`config.mk`:
```
export PLATFORM = sky130hd
export DESIGN_NAME = wakeup_interval_rtc_timer
export DESIGN_NICKNAME = d
export VERILOG_FILES = /design/src/inc/rtc_timer_pkg.sv /design/src/rtl/wakeup_interval_rtc_timer.sv
export VERILOG_INCLUDE_DIRS = /design/src /design/src/inc
export SDC_FILE = /design/constraint.sdc
export NUM_CORES = 1
export LEC_CHECK = 0
export ABC_CLOCK_PERIOD_IN_PS = 4700
export BUFFER_PORTS_ARGS = -buffer_cell sky130_fd_sc_hd__clkbuf_2
export CAP_MARGIN = 25
export CORE_UTILIZATION = 59
export CTS_BUF_LIST = sky130_fd_sc_hd__clkbuf_16
export CTS_CLUSTER_DIAMETER = 150
export DETAILED_ROUTE_END_ITERATION = 10
export GPL_ROUTABILITY_DRIVEN = 0
export PLACE_DENSITY = 0.94
export SLEW_MARGIN = 20
export SYNTH_ARGS = -nofsm -noshare
export SYNTH_HDL_FRONTEND = slang
export SYNTH_SLANG_ARGS = --single-unit
```
`constraint.sdc`:
```
create_clock -name clk -period 4.7 [get_ports clk]
set_input_delay 0.705 -clock clk [delete_from_list [all_inputs] [get_ports clk]]
set_output_delay 0.705 -clock clk [all_outputs]
set_load 0.01 [all_outputs]
```
`src/inc/rtc_timer_defs.svh`:
```
`ifndef RTC_TIMER_DEFS_SVH
`define RTC_TIMER_DEFS_SVH

// ----------------------------------------
// register byte offsets
// ----------------------------------------
`define OFS_PLL_CTRL 8'h00
`define OFS_INT_CTRL 8'h04
`define OFS_MATCH 8'h08
`define OFS_FRAC 8'h0c
`define OFS_SEC 8'h10
`define OFS_MIN 8'h14
`define OFS_SIXTY_M_TALLY 8'h18
`define OFS_IRQ_STAT 8'h1c
`define OFS_IRQ_MASK 8'h20

// ----------------------------------------
// field positions
// ----------------------------------------
`define PLL_OSC_HALT 7
`define IC_RUN 0
`define IC_CNT_EN 1
`define IC_HIT 2
`define IC_SHOT 3
`define IC_TB_LO 4
`define IC_TB_HI 5
`define IRQ_HIT 0
`define IRQ_DAY 1

// ----------------------------------------
// reset values and timing
// ----------------------------------------
`define TIME_RESET 8'h00
`define MATCH_RESET 8'h00
`define XTAL_PER_FRAC 256
`define FRAC_WRAP 7'h7f
`define SEC_WRAP 6'h3b
`define MIN_WRAP 6'h3b
`define SIXTY_M_TALLY_WRAP 5'h17
`define WAKE_VECTOR 16'h0053

`endif

```
`src/inc/rtc_timer_pkg.sv`:
```
package rtc_timer_pkg;

  typedef enum logic [1:0] {
    TB_FRAC = 2'b00,
    TB_SEC = 2'b01,
    TB_MIN = 2'b10,
    TB_SIXTY_M_TALLY = 2'b11
  } timebase_e;

  typedef struct packed {
    logic [4:0] sixty_m_tally;
    logic [5:0] min;
    logic [5:0] sec;
    logic [6:0] frac;
  } time_s;

  typedef struct packed {
    logic shot;
    logic hit;
    logic cntEn;
    logic run;
  } ictrl_s;

endpackage : rtc_timer_pkg

```
`src/rtl/wakeup_interval_rtc_timer.sv`:
```
// The register addresses and the APB register port were decided locally.
`timescale 1ns/100ps
`include "rtc_timer_defs.svh"
module wakeup_interval_rtc_timer (
  // system
  input wire logic clk,
  input wire logic srst,
  input wire logic powerOnRst,
  // apb slave
  input wire logic psel,
  input wire logic penable,
  input wire logic pwrite,
  input wire logic [7:0] paddr,
  input wire logic [31:0] pwdata,
  output logic [31:0] prdata,
  output logic pready,
  output logic pslverr,
  // crystal and power
  input wire logic xtalClk,
  input wire logic powerDown,
  output logic oscRun,
  // core side
  output logic irq,
  output logic wake,
  output logic [15:0] wakeVector
);

  // ----------------------------------------
  // state
  // ----------------------------------------
  rtc_timer_pkg::time_s time_reg;
  rtc_timer_pkg::ictrl_s ctrl_reg;
  logic run_reg;
  logic cntEn_reg;
  logic shot_reg;
  logic hit_reg;
  rtc_timer_pkg::timebase_e tb_reg;
  logic haltBit_reg;
  logic [7:0] match_reg;
  logic [7:0] icnt_reg;
  logic [7:0] icnt_next;
  logic [7:0] pre_reg;
  logic [1:0] irqStat_reg;
  logic [1:0] irqMask_reg;
  logic xtalMeta_reg;
  logic xtalSync_reg;
  logic xtalLast_reg;
  logic xtalEdge;
  logic fracTick;
  logic ovfFrac;
  logic ovfSec;
  logic ovfMin;
  logic ovfHour;
  logic selOvf;
  logic intervalHit;
  logic wrEn;
  logic rdSetup;
  logic mapped;

  assign wrEn = psel & penable & pwrite;
  assign rdSetup = psel & ~penable;
  assign pready = psel & penable;
  // one flop per field, so every control bit has a single writer
  assign ctrl_reg = {shot_reg, hit_reg, cntEn_reg, run_reg};

  always_comb begin
    case (paddr)
      `OFS_PLL_CTRL, `OFS_INT_CTRL, `OFS_MATCH, `OFS_FRAC, `OFS_SEC,
      `OFS_MIN, `OFS_SIXTY_M_TALLY, `OFS_IRQ_STAT, `OFS_IRQ_MASK: mapped = 1'b1;
      default: mapped = 1'b0;
    endcase
  end

  // ----------------------------------------
  // crystal sampling
  // ----------------------------------------
  // oscillator stops only when asked to halt in power-down
  assign oscRun = ~(haltBit_reg & powerDown);

  always_ff @(posedge clk) begin
    xtalMeta_reg <= xtalClk;
    xtalSync_reg <= xtalMeta_reg;
    xtalLast_reg <= xtalSync_reg;
  end

  // a halted oscillator gives no edges, so time stops with it
  assign xtalEdge = xtalSync_reg & ~xtalLast_reg & oscRun;

  always_ff @(posedge clk) begin
    if (srst | powerOnRst) begin
      pre_reg <= 8'h00;
    end else if (xtalEdge & ctrl_reg.run) begin
      pre_reg <= pre_reg + 8'h01;
    end
  end

  assign fracTick = xtalEdge & ctrl_reg.run & (pre_reg == 8'((`XTAL_PER_FRAC) - 1));

  // ----------------------------------------
  // time of day
  // ----------------------------------------
  assign ovfFrac = fracTick & (time_reg.frac == `FRAC_WRAP);
  assign ovfSec = ovfFrac & (time_reg.sec == `SEC_WRAP);
  assign ovfMin = ovfSec & (time_reg.min == `MIN_WRAP);
  assign ovfHour = ovfMin & (time_reg.sixty_m_tally == `SIXTY_M_TALLY_WRAP);

  // day count left to software; sixty_m_tally wrap is offered as an event only
  always_ff @(posedge clk) begin
    if (powerOnRst | (srst & ~ctrl_reg.run)) begin
      time_reg <= '0;
    end else if (srst) begin
      time_reg <= time_reg;
    end else if (wrEn & ~ctrl_reg.run) begin
      case (paddr)
        `OFS_FRAC: time_reg.frac <= pwdata[6:0];
        `OFS_SEC: time_reg.sec <= pwdata[5:0];
        `OFS_MIN: time_reg.min <= pwdata[5:0];
        `OFS_SIXTY_M_TALLY: time_reg.sixty_m_tally <= pwdata[4:0];
        default: time_reg <= time_reg;
      endcase
    end else if (fracTick) begin
      time_reg.frac <= ovfFrac ? 7'h00 : time_reg.frac + 7'h01;
      if (ovfFrac) begin
        time_reg.sec <= ovfSec ? 6'h00 : time_reg.sec + 6'h01;
      end
      if (ovfSec) begin
        time_reg.min <= ovfMin ? 6'h00 : time_reg.min + 6'h01;
      end
      if (ovfMin) begin
        time_reg.sixty_m_tally <= ovfHour ? 5'h00 : time_reg.sixty_m_tally + 5'h01;
      end
    end
  end

  // ----------------------------------------
  // control registers
  // ----------------------------------------
  always_ff @(posedge clk) begin
    if (powerOnRst | (srst & ~ctrl_reg.run)) begin
      run_reg <= 1'b0;
    end else if (srst) begin
      run_reg <= 1'b1;
    end else if (wrEn & (paddr == `OFS_INT_CTRL)) begin
      run_reg <= pwdata[`IC_RUN];
    end
  end

  always_ff @(posedge clk) begin
    if (srst | powerOnRst) begin
      cntEn_reg <= 1'b0;
      shot_reg <= 1'b0;
      tb_reg <= rtc_timer_pkg::TB_FRAC;
      match_reg <= `MATCH_RESET;
      haltBit_reg <= 1'b0;
    end else begin
      if (wrEn & (paddr == `OFS_INT_CTRL)) begin
        cntEn_reg <= pwdata[`IC_CNT_EN];
        shot_reg <= pwdata[`IC_SHOT];
        tb_reg <= rtc_timer_pkg::timebase_e'(pwdata[`IC_TB_HI:`IC_TB_LO]);
      end else if (intervalHit & ctrl_reg.shot) begin
        cntEn_reg <= 1'b0;
      end
      if (wrEn & (paddr == `OFS_MATCH)) begin
        match_reg <= pwdata[7:0];
      end
      if (wrEn & (paddr == `OFS_PLL_CTRL)) begin
        haltBit_reg <= pwdata[`PLL_OSC_HALT];
      end
    end
  end

  // ----------------------------------------
  // interval counter
  // ----------------------------------------
  always_comb begin
    case (tb_reg)
      rtc_timer_pkg::TB_FRAC: selOvf = fracTick;
      rtc_timer_pkg::TB_SEC: selOvf = ovfFrac;
      rtc_timer_pkg::TB_MIN: selOvf = ovfSec;
      rtc_timer_pkg::TB_SIXTY_M_TALLY: selOvf = ovfMin;
      default: selOvf = 1'b0;
    endcase
  end

  // 8-bit count at sixty_m_tally base spans up to 256 hours (match of 0)
  assign icnt_next = icnt_reg + 8'h01;
  assign intervalHit = ctrl_reg.cntEn & selOvf & (icnt_next == match_reg);

  // clears at once; the long hold software gives is a margin, not a need here
  always_ff @(posedge clk) begin
    if (srst | powerOnRst | ~ctrl_reg.cntEn) begin
      icnt_reg <= 8'h00;
    end else if (intervalHit) begin
      icnt_reg <= 8'h00;
    end else if (selOvf) begin
      icnt_reg <= icnt_next;
    end
  end

  // hit flag: set wins over a software clear in the same cycle
  always_ff @(posedge clk) begin
    if (srst | powerOnRst) begin
      hit_reg <= 1'b0;
    end else if (intervalHit) begin
      hit_reg <= 1'b1;
    end else if (wrEn & (paddr == `OFS_INT_CTRL)) begin
      hit_reg <= hit_reg & pwdata[`IC_HIT];
    end
  end

  // ----------------------------------------
  // interrupts
  // ----------------------------------------
  always_ff @(posedge clk) begin
    if (srst | powerOnRst) begin
      irqStat_reg <= 2'b00;
      irqMask_reg <= 2'b00;
    end else begin
      if (wrEn & (paddr == `OFS_IRQ_MASK)) begin
        irqMask_reg <= pwdata[1:0];
      end
      for (int i = 0; i < 2; i++) begin
        if (wrEn & (paddr == `OFS_IRQ_STAT) & pwdata[i]) begin
          irqStat_reg[i] <= 1'b0;
        end
      end
      if (intervalHit) begin
        irqStat_reg[`IRQ_HIT] <= 1'b1;
      end
      if (ovfHour) begin
        irqStat_reg[`IRQ_DAY] <= 1'b1;
      end
    end
  end

  assign irq = |(irqStat_reg & irqMask_reg);
  assign wake = powerDown & irqStat_reg[`IRQ_HIT] & irqMask_reg[`IRQ_HIT];
  assign wakeVector = `WAKE_VECTOR;

  // ----------------------------------------
  // apb read side
  // ----------------------------------------
  always_ff @(posedge clk) begin
    if (srst | powerOnRst) begin
      prdata <= 32'h0000_0000;
      pslverr <= 1'b0;
    end else if (rdSetup) begin
      pslverr <= ~mapped;
      case (paddr)
        `OFS_PLL_CTRL: prdata <= {24'h00_0000, haltBit_reg, 7'h00};
        `OFS_INT_CTRL: prdata <= {26'h0, tb_reg, ctrl_reg.shot, ctrl_reg.hit,
                                  ctrl_reg.cntEn, ctrl_reg.run};
        `OFS_MATCH: prdata <= {24'h00_0000, match_reg};
        `OFS_FRAC: prdata <= {25'h0, time_reg.frac};
        `OFS_SEC: prdata <= {26'h0, time_reg.sec};
        `OFS_MIN: prdata <= {26'h0, time_reg.min};
        `OFS_SIXTY_M_TALLY: prdata <= {27'h0, time_reg.sixty_m_tally};
        `OFS_IRQ_STAT: prdata <= {30'h0, irqStat_reg};
        `OFS_IRQ_MASK: prdata <= {30'h0, irqMask_reg};
        default: prdata <= 32'h0000_0000;
      endcase
    end
  end
endmodule : wakeup_interval_rtc_timer

```
# Word-level counts from Yosys, hierarchy flattened
# Index checks and enable logic that the tools add are counted.
# totals
wordCells,130
out_inout_bits,53
in_bits,48
ff_bits,95
# classes
n_eq_ne,21
bitwise,38
n_addsub,6
muxes,26
reduce_logical,18
# ops
operator,n
case mux 8 bit (9 select lines),1
two-way mux 24 bit,2
two-way mux 6 bit,6
equality test 8 x 5 -> 1 bit (second input constant),4
AND 1 bit,27
nonzero test 2 bit,9
adder 8 x 1 -> 8 bit (second input constant),2
equality test 8 x 4 -> 1 bit (second input constant),2
two-way mux 5 bit,3
two-way mux 7 bit,2
adder 6 x 1 -> 6 bit (second input constant),2
equality test 6 bit (second input constant),2
AND reduction 4 bit,3
two-way mux 1 bit,11
OR reduction 9 bit,1
equality test 8 x 3 -> 1 bit (second input constant),1
equality test 8 x 6 -> 1 bit (second input constant),1
equality test 8 bit,1
equality test 8 bit (second input constant),1
logical NOT 8 bit,1
!= test 2 x 1 -> 1 bit (second input constant),4
adder 7 x 1 -> 7 bit (second input constant),1
equality test 7 bit (second input constant),1
inverter 1 bit,7
other kinds (10),14

# Longest topological paths before layout
# logic_depth
word_depth,14
ltp_mapped,9
mapped_depth_nobuf,7

# Worst setup path after synthesis
# No wires, ideal clock.
# synth_timing
path_type,in2reg
from,input paddr[1]
to,register time_reg[3] in the netlist's numbering
setup_slack_ns,2.288
path_buffers,0
setup_time_ns,0.116
required_time_ns,4.584
stages,6
t_arrival_ns,2.296
path_cell_list,or4_4 -> nor3_2 -> nand4_1 -> a21oi_2 -> o21ai_0 -> a31o_2
# synth_via
elab_chain_cells,3
# synth_rtl
item,line,source
start: declaration,wakeup_interval_rtc_timer.sv:13,"input wire logic [7:0] paddr,"
equality test 8 x 4 -> 1 bit,wakeup_interval_rtc_timer.sv:114,case (paddr)
!= test 2 x 1 -> 1 bit (no source line),--,
AND reduction 3 bit (no source line),--,
end signal: assignment,wakeup_interval_rtc_timer.sv:112,time_reg <= time_reg;
end signal: assignment,wakeup_interval_rtc_timer.sv:119,default: time_reg <= time_reg;
end: declaration,wakeup_interval_rtc_timer.sv:31,rtc_timer_pkg::time_s time_reg;
# No other way between the ends.
# A chain may end at the register's enable or synchronous reset.

# Final worst setup path
# layout_timing
from,register time_reg[0] in the netlist's numbering
to,register icnt_reg[0]
# layout_via
elab_chain_cells,8
# layout_rtl
item,line,source
equality test 7 bit (no source line) *,--,
AND 1 bit *,wakeup_interval_rtc_timer.sv:102,assign ovfFrac = fracTick & (time_reg.frac == `FRAC_WRAP);
AND 1 bit,wakeup_interval_rtc_timer.sv:103,assign ovfSec = ovfFrac & (time_reg.sec == `SEC_WRAP);
AND 1 bit,wakeup_interval_rtc_timer.sv:104,assign ovfMin = ovfSec & (time_reg.min == `MIN_WRAP);
case mux 1 bit (4 select lines) *,wakeup_interval_rtc_timer.sv:176,case (tb_reg)
AND 1 bit (2 in series),wakeup_interval_rtc_timer.sv:187,assign intervalHit = ctrl_reg.cntEn & selOvf & (icnt_next == match_reg);
OR reduction 2 bit (no source line),--,
end signal: assignment,wakeup_interval_rtc_timer.sv:196,icnt_reg <= icnt_next;
end: declaration,wakeup_interval_rtc_timer.sv:40,logic [7:0] icnt_reg;
# Every way passes the cells marked *; elsewhere a longest branch is shown, timed or not.

==> impl_metrics.ini <==
[grt]
antenna_found_initial = 0
grt_pass1_wl_mm = 18.21
grt_max_degree = 33
grt_pass1_vias = 3893
grt_overflow = 0
grt_usage_pct = 30.74

[drt]
drtAntennaViolNets = 0
drt_iter0_drc = 573
drt-vias-per-instance = 6.479
post-route-drc-count = 0
dr.pass1.iters = 6
drt-total-wl_mm = 11.82
wire_per_inst_um = 17.53
vias = 4367

[setup_path]
crit_chain = ha_1 -> nand4_4 -> o41ai_1 -> nor3b_2 -> nand4b_1 -> o211ai_2 -> nor2_1
cp_top_family = compound AO/OA/AOI/OAI gates
cpPeakStageDelay_ps = 590
crit_slowest_cell = o41ai_1
crit_path_start = time_reg[0]
start_kind = flip-flop
critPathBufInv = 0
cp-end-kind = flip-flop
timing.rr.start = time_reg[0]
worstSetupPathType = reg2reg
required_ps = 4910
cp_data_arrival_time_ps = 3000
cp_max_fo = 8

[layout]
drive_gt1_share_pct = 14.78
largest_reg_flops = 24
antennaDiodeCount = 0
post-route-util_pct = 65.62
regArea_mm2 = 0.001421
fin_nets = 624
syn_to_final_growth_pct = 7.610
multi_input_area_mm2 = 0.002699
fill_cells = 577

[yosys]
synthCells = 543
dominantRegCellSynth = dfxtp_1
synth_top_area_cell = dfxtp_1
ys_types = 76
yosysMostFrequentCell = dfxtp_1
synth_seq_cells = 71
ys_seq_area_share_pct = 32.14
ys_top_cells_by_area = dfxtp_1 32%, buf_4 6.8%, nor2_1 4.9%
yosys.area.top_type_share_pct = 32.14
syn_area_per_cell_um2 = 8.145
synth_edf_count = 0
yosys_warnings = 0
synthArstFlopShare_pct = 0
syn_area_mm2 = 0.004423
synth_common_cells = 71 x dfxtp_1, 58 x nor2_1, 54 x nand2_1

[power]
comb_power_share_pct = 6.6
p_sw_uw = 330.1
switching_share_pct = 24.19
clkPwrFrac_pct = 48.9
powerDensity_mw_per_mm2 = 286.7
p_int_mw = 1.035
power.total_mw = 1.365
seqPwrFrac_pct = 44.5
power.leakage_nw = 1.804
max-vdd-ir-drop_mv = 0.2023

[clocking]
insertion_delay_ps = 340
clockBufferDepth = 2
ctsHoldBuffers = 0
cts_buffers = 9
cts_sinks = 71
cts_tree = yes
htreeDepth = 3
cts_resized = 0
root_buffer = clkbuf_16
cts_setup_buffers = 0
clk_pin_slew_worst_paths_ps = 60

[timing]
fmax_mhz = 359.1
slew_violations = 0
slew_headroom_pct = 37.59
finalSetupViolations = 0
post-route-period-util_pct = 59.26
worst_hold_slack_ps = 330.2
hold_violations = 0
finClkSkew_ps = 6.110
fin_crit_ps = 2785
tns_ps = 0
rsz0062_at_grt = no
max_slew.worst_pin.slew_ps = 936.1

[hold_path]
hp-start = xtalMeta_reg
hold_class = reg2reg

[placed_design]
hpwl_mm = 8.457
place.port_buffers = 36

[floorplan]
die_area_mm2 = 0.007846
rows = 31
core_mm2 = 0.007253
die_w_um = 88.58
io_pins = 101
fp.dieH_um = 88.58
start_util_pct = 60.98

[job]
maxCapViolCount = 0

[status]
status = finished clean
## cell usage in the layout (no fill, tap or decap), types with 4 or more instances in the layout
cell / netlist / layout
nand3_1: 21 / 21
o41ai_1: 4 / 4
xor2_1: 10 / 10
nor3_1: 8 / 8
nor2_1: 58 / 58
and3_1: 8 / 8
nor2b_1: 7 / 7
clkbuf_2: 0 / 36
a22oi_1: 6 / 6
inv_1: 10 / 11
mux2i_1: 17 / 17
nand2b_1: 5 / 5
o31ai_1: 8 / 8
clkbuf_16: 0 / 9
o21ai_0: 32 / 32
ha_1: 6 / 6
a21oi_1: 38 / 38
mux2_2: 7 / 7
a21o_1: 4 / 4
a31oi_1: 5 / 5
nand3b_1: 5 / 5
or3_1: 7 / 7
a221oi_1: 7 / 7
dfxtp_1: 71 / 71
conb_1: 2 / 40
a211oi_1: 6 / 6
nand4_1: 7 / 7
nand2_1: 54 / 54
xnor2_1: 6 / 6
## cell type report
cell class | count | share of cell area (%)
clock buffer | 9 | 4.732
sequential | 71 | 29.86
tap | 99 | 2.603
inverter | 10 | 0.7886
multi-input combinational | 441 | 56.70
clock inverter | 7 | 1.367
timing repair buffer | 37 | 3.943
## worst register-to-register path: cells and delay by family (launching register included)
family / cells / cell delay [ps]
flops: 1 / 450
simple gates: 4 / 890
fa+ha+maj: 1 / 340
compound gates: 2 / 980
## per-stage QoR
| step | setup WS, ps | cells | instance area, um^2 |
|---|---|---|---|
| floorplan | 2288 | 581 | 4566 |
| global placement | 1889 | 658 | 4469 |
| detailed placement | 1806 | 658 | 4469 |
| CTS | 2006 | 674 | 4760 |
| global route | 1726 | 674 | 4760 |
| finish | 1915 | 674 | 4760 |
## power groups by stage
| stage | sequential (mW) | combinational (mW) | clock (mW) |
|---|---|---|---|
| 3_3_place_gp | 0.620 | 0.0836 | 0 |
| 2_1_floorplan | 0.620 | 0.0843 | 0 |
| 4_1_cts | 0.607 | 0.0859 | 0.669 |
| 3_5_place_dp | 0.620 | 0.0853 | 0 |
| 6_report | 0.607 | 0.0898 | 0.668 |
| 5_1_grt | 0.607 | 0.0980 | 0.695 |
## worst paths after layout
check | to | cells after the start | slack (ps)
worst max-delay path | icnt_reg[0] | 7 | 1910
worst min-delay path | xtalSync_reg | 0 | 330
worst max register to register | icnt_reg[0] | 7 | 1910
worst min register to register | xtalSync_reg | 0 | 330
## kinds of logic after synthesis
| family | synth area share (%) |
|---|---|
| muxes | 5.629 |
| xor gates and xnor gates | 3.168 |
| buffers and inverters | 10.07 |
| and+or+nand+nor | 25.91 |
| other | 0.1698 |
| DFF | 32.14 |
| adders and majority gates | 1.697 |
| AOI/OAI and AO/OA | 21.22 |
## per-layer routing
layer,vias to the layer above,GRT usage [%],wire length [um]
met2,316,49.65,5414
met1,2010,36.18,4465
met4,0,19.79,699
li1,1965,-,-
met5,-,0,0
met3,76,8.116,1238
(Power assumes the default switching activity.)
